`config.mk`:
```
export PLATFORM = sky130hd
export DESIGN_NAME = tidc_decoder
export DESIGN_NICKNAME = d
export VERILOG_FILES = /design/src/shared/tidc_pkg.sv /design/src/hw/tidc_decoder.sv
export VERILOG_INCLUDE_DIRS = /design/src /design/src/shared
export SDC_FILE = /design/constraint.sdc
export NUM_CORES = 2
export LEC_CHECK = 0
export BUFFER_PORTS_ARGS = -buffer_cell sky130_fd_sc_hd__buf_4
export CELL_PAD_IN_SITES_DETAIL_PLACEMENT = 1
export CELL_PAD_IN_SITES_GLOBAL_PLACEMENT = 1
export CORE_ASPECT_RATIO = 1.2
export CORE_UTILIZATION = 30
export CTS_BUF_LIST = sky130_fd_sc_hd__clkbuf_16
export DETAILED_ROUTE_END_ITERATION = 16
export GPL_TIMING_DRIVEN = 0
export PLACE_DENSITY_LB_ADDON = 0.08
export SLEW_MARGIN = 20
export SYNTH_ARGS = -nofsm -noshare
export SYNTH_HDL_FRONTEND = slang
export SYNTH_SLANG_ARGS = --single-unit
```
`constraint.sdc`:
```
create_clock -name core_clk -period 28.8 [get_ports core_clk]
set_input_delay 5.76 -clock core_clk [delete_from_list [all_inputs] [get_ports core_clk]]
set_output_delay 5.76 -clock core_clk [all_outputs]
set_load 0.01 [all_outputs]
```
`src/shared/tidc_consts.svh`:
```
`ifndef TIDC_CONSTS_SVH
`define TIDC_CONSTS_SVH
`define TIDC_NUM_INPUTS 17
`define TIDC_FILT_DEFAULT_MS 10
`define TIDC_FILT_MAX_MS 1000
`define TIDC_CLK_HZ 20000000
`define TIDC_CYC_PER_MS (`TIDC_CLK_HZ / 1000)
`define TIDC_PCT_FULL 1000
`define TIDC_USER_FAULT_ONE_CODE 8'h1B
`define TIDC_USER_FAULT_TWO_CODE 8'h1C
`define TIDC_PID_SW_TERMINAL 2'h1
`define TIDC_IN_STEP0 0
`define TIDC_IN_STEP1 1
`define TIDC_IN_STEP2 2
`define TIDC_IN_STEP3 3
`define TIDC_IN_RAMP1 4
`define TIDC_IN_RAMP2 5
`define TIDC_IN_MOTOR1 6
`define TIDC_IN_MOTOR2 7
`define TIDC_IN_PIDSW 8
`define TIDC_IN_UFLT1 9
`define TIDC_IN_UFLT2 10
`define TIDC_IN_SPTQ 11
`define TIDC_IN_ESTOP 12
`define TIDC_IN_XSTOP2 13
`define TIDC_IN_BRKDEC 14
`define TIDC_IN_RTCLR 15
`define TIDC_IN_YPRESET 16
`endif

```
`src/shared/tidc_pkg.sv`:
```
package tidc_pkg;
  typedef enum logic [1:0]
  {
    SCHEME_TWO_WIRE_ONE = 2'b00,
    SCHEME_TWO_WIRE_TWO = 2'b01,
    SCHEME_THREE_WIRE_ONE = 2'b10,
    SCHEME_THREE_WIRE_TWO = 2'b11
  } tidc_scheme_t;

  typedef struct packed {
    logic run;
    logic reverse;
  } tidc_run_t;

  typedef struct packed {
    logic emergencyStop;
    logic extStopTwo;
    logic brakeDecel;
    logic runTimeClear;
    logic ySubstPreset;
    logic altControlMode;
    logic pidSetTwo;
    logic [1:0] motorSet;
    logic [1:0] rampSet;
    logic [3:0] stepIndex;
  } tidc_cmd_t;
endpackage

```
`src/hw/tidc_decoder.sv`:
```
`include "tidc_consts.svh"
module tidc_decoder #(
  parameter int NUM_IN = `TIDC_NUM_INPUTS,
  parameter int CYC_PER_MS = `TIDC_CYC_PER_MS,
  parameter int FREQ_W = 16
)
(
  input wire logic core_clk,
  input wire logic rst,
  input wire logic [NUM_IN-1:0] funcTerm,
  input wire logic inputOne,
  input wire logic inputTwo,
  input wire logic inputThree,
  input wire logic [10:0] inputFilterTime,
  input wire logic [1:0] terminalCommandScheme,
  input wire logic [1:0] pidSetSwitchCondition,
  input wire logic baseTorqueMode,
  input wire logic [15:0] stepValue [16],
  input wire logic [FREQ_W-1:0] maxOutputFrequency,
  output tidc_pkg::tidc_cmd_t cmd_ff,
  output tidc_pkg::tidc_run_t runCmd_ff,
  output logic torqueMode_ff,
  output logic [FREQ_W-1:0] stepFrequency_ff,
  output logic faultValid_ff,
  output logic [7:0] faultCode_ff
);
  localparam int TOTAL = NUM_IN + 3;
  localparam int CNT_W = 32;

  // The input map is fixed by the terminal index constants
  if (NUM_IN != `TIDC_NUM_INPUTS || CYC_PER_MS < 1 || FREQ_W < 1 || FREQ_W > 16)
  begin : g_bad_param
    $error("tidc_decoder: unsupported parameters");
  end

  logic [TOTAL-1:0] rawIn;
  logic [TOTAL-1:0] syncA_ff;
  logic [TOTAL-1:0] syncB_ff;
  logic [TOTAL-1:0] filt_ff;
  logic [10:0] filtMs;
  logic [CNT_W-1:0] msCnt_ff;
  logic msTick_ff;

  assign rawIn = {inputThree, inputTwo, inputOne, funcTerm};
  // Out-of-range settings clamp to the top of the range
  assign filtMs = (inputFilterTime > 11'(`TIDC_FILT_MAX_MS)) ? 11'(`TIDC_FILT_MAX_MS)
                  : inputFilterTime;

  // Two flops per pin keep metastability away from the filter logic
  always_ff @(posedge core_clk)
  begin
    if (rst)
    begin
      syncA_ff <= '0;
      syncB_ff <= '0;
    end
    else
    begin
      syncA_ff <= rawIn;
      syncB_ff <= syncA_ff;
    end
  end

  // Shared millisecond tick keeps one wide divider instead of one per input
  // Tick phase runs free, so acceptance jitters by up to one tick
  always_ff @(posedge core_clk)
  begin
    if (rst || msCnt_ff == CNT_W'(CYC_PER_MS - 1))
    begin
      msCnt_ff <= '0;
      msTick_ff <= ~rst;
    end
    else
    begin
      msCnt_ff <= msCnt_ff + 1'b1;
      msTick_ff <= 1'b0;
    end
  end

  genvar gi;
  generate
    for (gi = 0; gi < TOTAL; gi++)
    begin : g_filt
      logic [10:0] stable_ff;
      always_ff @(posedge core_clk)
      begin
        if (rst)
        begin
          stable_ff <= '0;
          filt_ff[gi] <= 1'b0;
        end
        else if (syncB_ff[gi] == filt_ff[gi])
        begin
          stable_ff <= '0;
        end
        else if (filtMs == 11'h000)
        begin
          filt_ff[gi] <= syncB_ff[gi];
        end
        else if (msTick_ff)
        begin
          // A change can meet a tick at once, so one extra tick is counted;
          // the new level has then stood for at least the full filter time
          if (stable_ff >= filtMs)
          begin
            filt_ff[gi] <= syncB_ff[gi];
            stable_ff <= '0;
          end
          else
          begin
            stable_ff <= stable_ff + 11'h001;
          end
        end
      end
    end
  endgenerate

  logic fOne;
  logic fTwo;
  logic fThree;
  logic fOneD_ff;
  logic fTwoD_ff;
  logic riseOne;
  logic riseTwo;
  logic stopAll;
  tidc_pkg::tidc_scheme_t scheme;

  assign fOne = filt_ff[NUM_IN];
  assign fTwo = filt_ff[NUM_IN+1];
  assign fThree = filt_ff[NUM_IN+2];
  assign riseOne = fOne & ~fOneD_ff;
  assign riseTwo = fTwo & ~fTwoD_ff;
  assign scheme = tidc_pkg::tidc_scheme_t'(terminalCommandScheme);
  // Emergency stop and ext stop two both drop the run request
  assign stopAll = filt_ff[`TIDC_IN_XSTOP2] | filt_ff[`TIDC_IN_ESTOP];

  // Edge history resets low, the idle level of an open contact
  always_ff @(posedge core_clk)
  begin
    if (rst)
    begin
      fOneD_ff <= 1'b0;
      fTwoD_ff <= 1'b0;
    end
    else
    begin
      fOneD_ff <= fOne;
      fTwoD_ff <= fTwo;
    end
  end

  // Stops win over every scheme; a three-wire restart needs a new edge
  always_ff @(posedge core_clk)
  begin
    if (rst)
    begin
      runCmd_ff <= '0;
    end
    else if (stopAll)
    begin
      runCmd_ff.run <= 1'b0;
    end
    else
    begin
      unique case (scheme)
        tidc_pkg::SCHEME_TWO_WIRE_ONE:
        begin
          runCmd_ff.run <= fOne ^ fTwo;
          if (fOne ^ fTwo)
          begin
            runCmd_ff.reverse <= fTwo;
          end
        end
        tidc_pkg::SCHEME_TWO_WIRE_TWO:
        begin
          runCmd_ff.run <= fOne;
          runCmd_ff.reverse <= fTwo;
        end
        tidc_pkg::SCHEME_THREE_WIRE_ONE:
        begin
          if (!fThree)
          begin
            runCmd_ff.run <= 1'b0;
          end
          else if (riseOne)
          begin
            runCmd_ff <= '{run: 1'b1, reverse: 1'b0};
          end
          else if (riseTwo)
          begin
            runCmd_ff <= '{run: 1'b1, reverse: 1'b1};
          end
        end
        tidc_pkg::SCHEME_THREE_WIRE_TWO:
        begin
          if (!fThree)
          begin
            runCmd_ff.run <= 1'b0;
          end
          else
          begin
            if (riseOne)
            begin
              runCmd_ff.run <= 1'b1;
            end
            runCmd_ff.reverse <= fTwo;
          end
        end
      endcase
    end
  end

  logic [3:0] stepIdx;
  logic [31:0] scaled;

  assign stepIdx = {filt_ff[`TIDC_IN_STEP3], filt_ff[`TIDC_IN_STEP2],
                    filt_ff[`TIDC_IN_STEP1], filt_ff[`TIDC_IN_STEP0]};
  // Step values are in 0.1 percent units; 1000 equals full scale
  // Both factors fit in 16 bits, so the 32-bit product cannot overflow
  assign scaled = (32'(stepValue[stepIdx]) * 32'(maxOutputFrequency))
                  / 32'(`TIDC_PCT_FULL);

  always_ff @(posedge core_clk)
  begin
    if (rst)
    begin
      cmd_ff <= '0;
      torqueMode_ff <= 1'b0;
      stepFrequency_ff <= '0;
    end
    else
    begin
      cmd_ff.stepIndex <= stepIdx;
      stepFrequency_ff <= FREQ_W'(scaled);
      // Ext stop two forces set four so the stop uses decel time four
      cmd_ff.rampSet <= filt_ff[`TIDC_IN_XSTOP2] ? 2'h3
                        : {filt_ff[`TIDC_IN_RAMP2], filt_ff[`TIDC_IN_RAMP1]};
      // Only motor one and motor two are defined; other combinations keep motor one
      cmd_ff.motorSet <= (filt_ff[`TIDC_IN_MOTOR1] && !filt_ff[`TIDC_IN_MOTOR2]) ? 2'h1
                         : 2'h0;
      cmd_ff.pidSetTwo <= (pidSetSwitchCondition == `TIDC_PID_SW_TERMINAL)
                          && filt_ff[`TIDC_IN_PIDSW];
      cmd_ff.altControlMode <= filt_ff[`TIDC_IN_SPTQ];
      torqueMode_ff <= baseTorqueMode ^ filt_ff[`TIDC_IN_SPTQ];
      cmd_ff.emergencyStop <= filt_ff[`TIDC_IN_ESTOP];
      cmd_ff.extStopTwo <= filt_ff[`TIDC_IN_XSTOP2];
      cmd_ff.brakeDecel <= filt_ff[`TIDC_IN_BRKDEC];
      cmd_ff.runTimeClear <= filt_ff[`TIDC_IN_RTCLR];
      cmd_ff.ySubstPreset <= filt_ff[`TIDC_IN_YPRESET];
    end
  end

  always_ff @(posedge core_clk)
  begin
    if (rst)
    begin
      faultValid_ff <= 1'b0;
      faultCode_ff <= 8'h00;
    end
    else
    begin
      // Fault one takes priority when both are active
      // The code clears to zero as soon as both terminals are released
      faultValid_ff <= filt_ff[`TIDC_IN_UFLT1] | filt_ff[`TIDC_IN_UFLT2];
      if (filt_ff[`TIDC_IN_UFLT1])
      begin
        faultCode_ff <= `TIDC_USER_FAULT_ONE_CODE;
      end
      else if (filt_ff[`TIDC_IN_UFLT2])
      begin
        faultCode_ff <= `TIDC_USER_FAULT_TWO_CODE;
      end
      else
      begin
        faultCode_ff <= 8'h00;
      end
    end
  end
endmodule

```
-- Word-level counts from Yosys, hierarchy flattened
Cells that the tools add are included.
- bits in registers: 358
- output and inout bits: 43
- logic and storage cells: 340
- reduce and logical (&&, ||, !) cells: 72
- bitwise operators: 32
- magnitude comparators: 22
- $mul: 1
- mux-type cells: 97
- equality and inequality tests: 31
- $add $sub $neg: 21
- div/mod/pow operators: 1
- operator list (kind ; count):
    $mux 11 ; 21
    $add 11x1->11 const B ; 20
    $ge 11x11->1 ; 20
    $mux 1 ; 67
    $bmux 16 s4 ; 1
    $reduce_and 3->1 ; 20
    $reduce_or 2->1 ; 22
    $reduce_bool 2->1 ; 21
    $add 32x1->32 const B ; 1
    $div 32x10->32 const B ; 1
    $eq 32x15->1 const B ; 1
    $mul 16x16->32 ; 1
    $mux 16 ; 2
    $not 1->1 ; 25
    $eq 1x1->1 ; 20
    $gt 11x10->1 const B ; 1
    $logic_not 11->1 ; 1
    $mux 5 ; 2
    $pmux 2 s4 ; 1
    $mux 2 ; 3
    $ne 2x2->1 const B ; 3
    $ne 3x3->1 const B ; 2
    $ge 5x5->1 const B ; 1
    $not 4->5 ; 1
    12 further kinds ; 19

-- Longest topological paths before layout
- depth in word-level cells: 6
- mapped depth: 87
- mapped depth without buffers: 69

-- Worst setup path after synthesis
OpenSTA, ideal clock, no wires.
- path kind: input -> register
- start: input port stepValue[7] (netlist bit)
- end: register stepFrequency_ff[0]
- path buffers: 6
- setup slack: 2989 ps
- data arrival time: 25688 ps
- stages on the path: 74
- cell sequence: mux4_2 -> mux4_2 -> clkbuf_1 -> and2_1 -> fa_1 -> inv_1 -> fa_1 -> fa_1 -> inv_1 -> fa_1 -> fa_1 -> inv_1 -> fa_1 -> inv_1 -> ha_1 -> clkbuf_1 -> a21oi_1 -> o21ai_1 -> [... 38 more ...] -> o311a_1 -> o211a_1 -> a211o_1 -> o211ai_1 -> mux2i_1 -> a211oi_2 -> o41ai_2 -> o22ai_2 -> o41a_1 -> buf_6 -> mux2i_4 -> xnor2_4 -> o31ai_2 -> o311ai_2 -> a31oi_1 -> or2_1 -> a221oi_2 -> o41ai_2
- word-level cells in the longest chain between the ends: 5
- RTL lines (what ; line ; source):
    start, declared ; tidc_decoder.sv:18 ; input wire logic [15:0] stepValue [16],
    $bmux 16 s4 ; tidc_decoder.sv:220 ; assign scaled = (32'(stepValue[stepIdx]) * 32'(maxOutputFrequency))
    $mux 16 (not written as such) (2 in a row) ; tidc_decoder.sv:220 ;
    $mul 16x16->32 ; tidc_decoder.sv:220 ;
    $div 32x10->32 ; tidc_decoder.sv:220 ;
    end signal, assigned ; tidc_decoder.sv:234 ; stepFrequency_ff <= FREQ_W'(scaled);
    end, declared ; tidc_decoder.sv:23 ; output logic [FREQ_W-1:0] stepFrequency_ff,
No other way between the ends. The select of a mux whose other input is x is not followed.
A chain may end at the register's enable or synchronous reset.

-- Final worst setup path
- start: input port stepValue[3] (netlist bit)
- end: register stepFrequency_ff[0]
The elaborated chain is that of the path after synthesis.

==> impl_results.md <==
- Reg2reg path depth: 76
- Most frequent cell on the critical path: fa_1
- CP required: ~29,000 ps
- CP max-delay cell: or4_1
- Post-synth EDFFs: 0
- Synthesis-to-finish area growth: 19.7%
- Final clock period utilization by the worst path: 0.971
- Vias/cell: approximately 5.3
- Largest net degree at the start of global routing: 17
- Max H-tree Level: 2
- Max cap viols: 0
- Crit end category: flop
- Synth Instances: ~4,200
- Skew-Pair Late Insertion Delay: between 500 and 600 ps
- Post-synth ARST share: 0
- Via Count: 33,100
- Vias in the first global route: approximately 35,000
- Worst R2R Start: filt_ff[0]
- IO Count: 353
- CP endpoint: stepFrequency_ff[0]
- Worst slew pin tran: between 1000 and 1500 ps
- Overflow after GRT: 0
- Placed inst area: around 40,000 um2
- Routed Wire Length: approximately 140 mm
- Count of input and output buffers: 348
- Register area share after synthesis: 0.195
- Root Driver: clkbuf_16
- RD Place Congestion: ~0.9
- Fraction of layout cells with a size suffix above 1: 0.162
- Main synth FF type: dfxtp_1
- Synthesized area: 36,000 um2
- Gr usage total: 0.229
- Drc violations: 0
- Synthesized area per cell: between 8 and 9 um2
- Hold WC Path Type: reg2reg
- Final hold vios: 0
- WL/cell: ~22 um
- Setup slack, reg-to-reg: about 4000 ps
- CTS Buf Count: 43
- Layout Skew: between 20 and 30 ps
- Core ar.: around 120,000 um2
- Drt pass-1 iters: 5
- Max-slew headroom: 0.269
- Critical Path AT: 28,460 ps
- Filler cells: about 14,000
- Max FO, Critical Path: 10
- Chip height: about 380 um
- Status: finished, final reports clean
- RR Endpoint: stepFrequency_ff[0]
- Worst-path clk slew: about 60 ps
- Deepest clock path buffer count: 3
- Synth warn: 0
- Row count: 138
- Final ANT Viol Nets: 0
- Slowest Stage Delay on Critical Path: between 600 and 700 ps
- Post-route cell area: roughly 43,000 um2
- Synthesized flop and latch total: between 300 and 400
- Final setup fails: 0
- CTS tree: yes
- Initial core utilization: 0.304
- Fin. max-slew vios: 0
- Fin Setup TNS: 0 ps
- Setup CP Type: in2reg
- Fmax: ~36 MHz
- Sink Count: between 300 and 400
- Initial DRC Count: between 1,000 and 1,500
- First-pass GRT wire length: 215 mm
- Tmin final: approximately 28,000 ps
- CP startpoint kind: input port
- Placed wire-length estimate: 112 mm
- Die area: ~120,000 um2
- Initial antenna violation count: 7
- Layout Nets: between 5,000 and 6,000
- Crit path launch: stepValue[3]
- Die width: about 320 um
- Yosys cell types: 124
layout by cell type, fill, tap and decap left out, types with 13 or more instances in the layout:
| cell type | n |
|---|---|
| or3_1 | 23 |
| clkbuf_2 | 16 |
| nor4_1 | 17 |
| a211o_1 | 19 |
| nand2_1 | 409 |
| nand3_1 | 90 |
| o21a_1 | 40 |
| ha_1 | 345 |
| mux2_2 | 13 |
| nand2b_1 | 59 |
| conb_1 | 24 |
| a21oi_2 | 14 |
| and2_1 | 164 |
| clkbuf_1 | 90 |
| o211ai_1 | 23 |
| o21ai_1 | 25 |
| clkinv_1 | 14 |
| buf_2 | 33 |
| nor2b_1 | 125 |
| mux4_2 | 80 |
| dfxtp_1 | 351 |
| a21oi_1 | 186 |
| xnor2_1 | 84 |
| clkbuf_16 | 43 |
| fa_1 | 194 |
| xor2_1 | 221 |
| inv_1 | 240 |
| nor2_1 | 433 |
| and4_1 | 19 |
| a21o_1 | 42 |
| nand4_1 | 138 |
| buf_1 | 13 |
| a41oi_1 | 20 |
| nor3_1 | 70 |
| a211oi_1 | 26 |
| a31oi_1 | 23 |
| buf_4 | 385 |
| mux2i_1 | 42 |
| and3_1 | 75 |
| o21ai_0 | 133 |
stage by stage:
stage | cells | hold WS (ps) | setup WS [ps] | utilization
after CTS | 6214 | 442 | 28.2 | 0.358
after global routing | 6240 | 455 | -124 | 0.364
after floorplan | 4238 | 414 | 2990 | -
after detailed placement | 6137 | 425 | -1510 | 0.345
final | 6243 | 433 | 827 | 0.364
after global placement | 6126 | 417 | -1480 | 0.343
Yosys cell counts, types with 18 or more instances:
master	count	area (um2)
and3_1	75	469
nand2_1	412	1550
nor2_1	441	1660
nand2b_1	59	369
o21ai_1	23	115
ha_1	345	4320
and4_1	19	166
nor4_1	18	113
a211o_1	19	166
a211oi_1	32	240
nor3_1	81	405
buf_1	19	71.3
a41oi_1	20	175
o211ai_1	23	173
a21oi_1	192	961
buf_2	27	135
xor2_1	223	1950
nand4_1	138	863
inv_1	233	875
fa_1	194	3880
a31oi_1	23	144
nor2b_1	126	788
o21a_1	41	308
o21ai_0	136	681
and2_1	165	1030
mux2i_1	47	470
nand3_1	91	455
or3_1	23	144
dfxtp_1	351	7030
a21o_1	42	315
mux4_2	80	1800
xnor2_1	93	815
clkbuf_1	112	420
metal layers:
metal,part of all wire,vias to the layer above,track usage,routed length [um]
li1,-,15800,-,-
met1,0.44,16800,0.289,61600
met2,0.51,450,0.417,71100
met3,0.032,118,0.0212,4550
met4,0.020,0,0.0487,2840
met5,0,-,0,0
critical path: cells and delay by family:
kind / cells / cell delay [ps]
xor gates and xnor gates: 3 / 820
buffers and inverters: 12 / 2030
AOI/OAI and AO/OA: 28 / 8200
muxes: 8 / 3090
adders and majority gates: 8 / 3860
and+or+nand+nor: 16 / 4640
flip-flops by register name (all words and copies together) (netlist names):
register          flops
g_filt.stable_ff    220
msCnt_ff             32
syncA_ff             20
syncB_ff             20
filt_ff              17
stepFrequency_ff     16
cmd_ff               14
faultCode_ff          3
runCmd_ff             2
fOne                  1
fOneD_ff              1
fThree                1
fTwo                  1
fTwoD_ff              1
msTick_ff             1
torqueMode_ff         1
what timing repair did:
action                     CTS  global route
cloned                       0             1
setup buffers                2            29
pin swaps                    1            19
setup endpoints to repair    2             3
gates resized for setup     22            88
hold buffers                 0             0
worst min path at each step:
stage / cells after the start / startpoint / end
2_1_floorplan: 1 / syncA_ff[0] / syncB_ff[0]
3_3_place_gp: 1 / syncA_ff[1] / syncB_ff[1]
3_5_place_dp: 1 / syncA_ff[0] / syncB_ff[0]
4_1_cts: 1 / syncA_ff[2] / syncB_ff[2]
5_1_grt: 1 / syncA_ff[2] / syncB_ff[2]
6_report: 1 / syncA_ff[2] / syncB_ff[2]
final cells by class:
| class | count | area [um2] | share of cell area |
|---|---|---|---|
| flip-flops and latches | 351 | 7030 | 0.163 |
| well taps | 1540 | 1930 | 0.0447 |
| plain buffers | 165 | 737 | 0.0171 |
| clock inverters | 33 | 289 | 0.00671 |
| diodes | 3 | 7.51 | 0.000174 |
| repair buffers | 390 | 3130 | 0.0725 |
| inverters | 233 | 875 | 0.0203 |
| clock buffers | 43 | 1080 | 0.0250 |
| multi-input cells | 3485 | 28000 | 0.650 |
cell families (layout without fill, tap and decap cells):
group | count (synthesis) | in the layout | share of synthesized area
adders and majority gates | 544 | 544 | 0.229
muxes | 149 | 149 | 0.0710
buffers and inverters | 403 | 864 | 0.0444
AOI/OAI and AO/OA | 762 | 762 | 0.150
and+or+nand+nor | 1687 | 1687 | 0.232
DFF | 351 | 351 | 0.195
other | 2 | 27 | 0.000209
xor gates and xnor gates | 318 | 319 | 0.0781
Power is left out: the tool's default activity adds up to more than one toggle a clock period on the data nets, which glitch-free logic cannot reach.
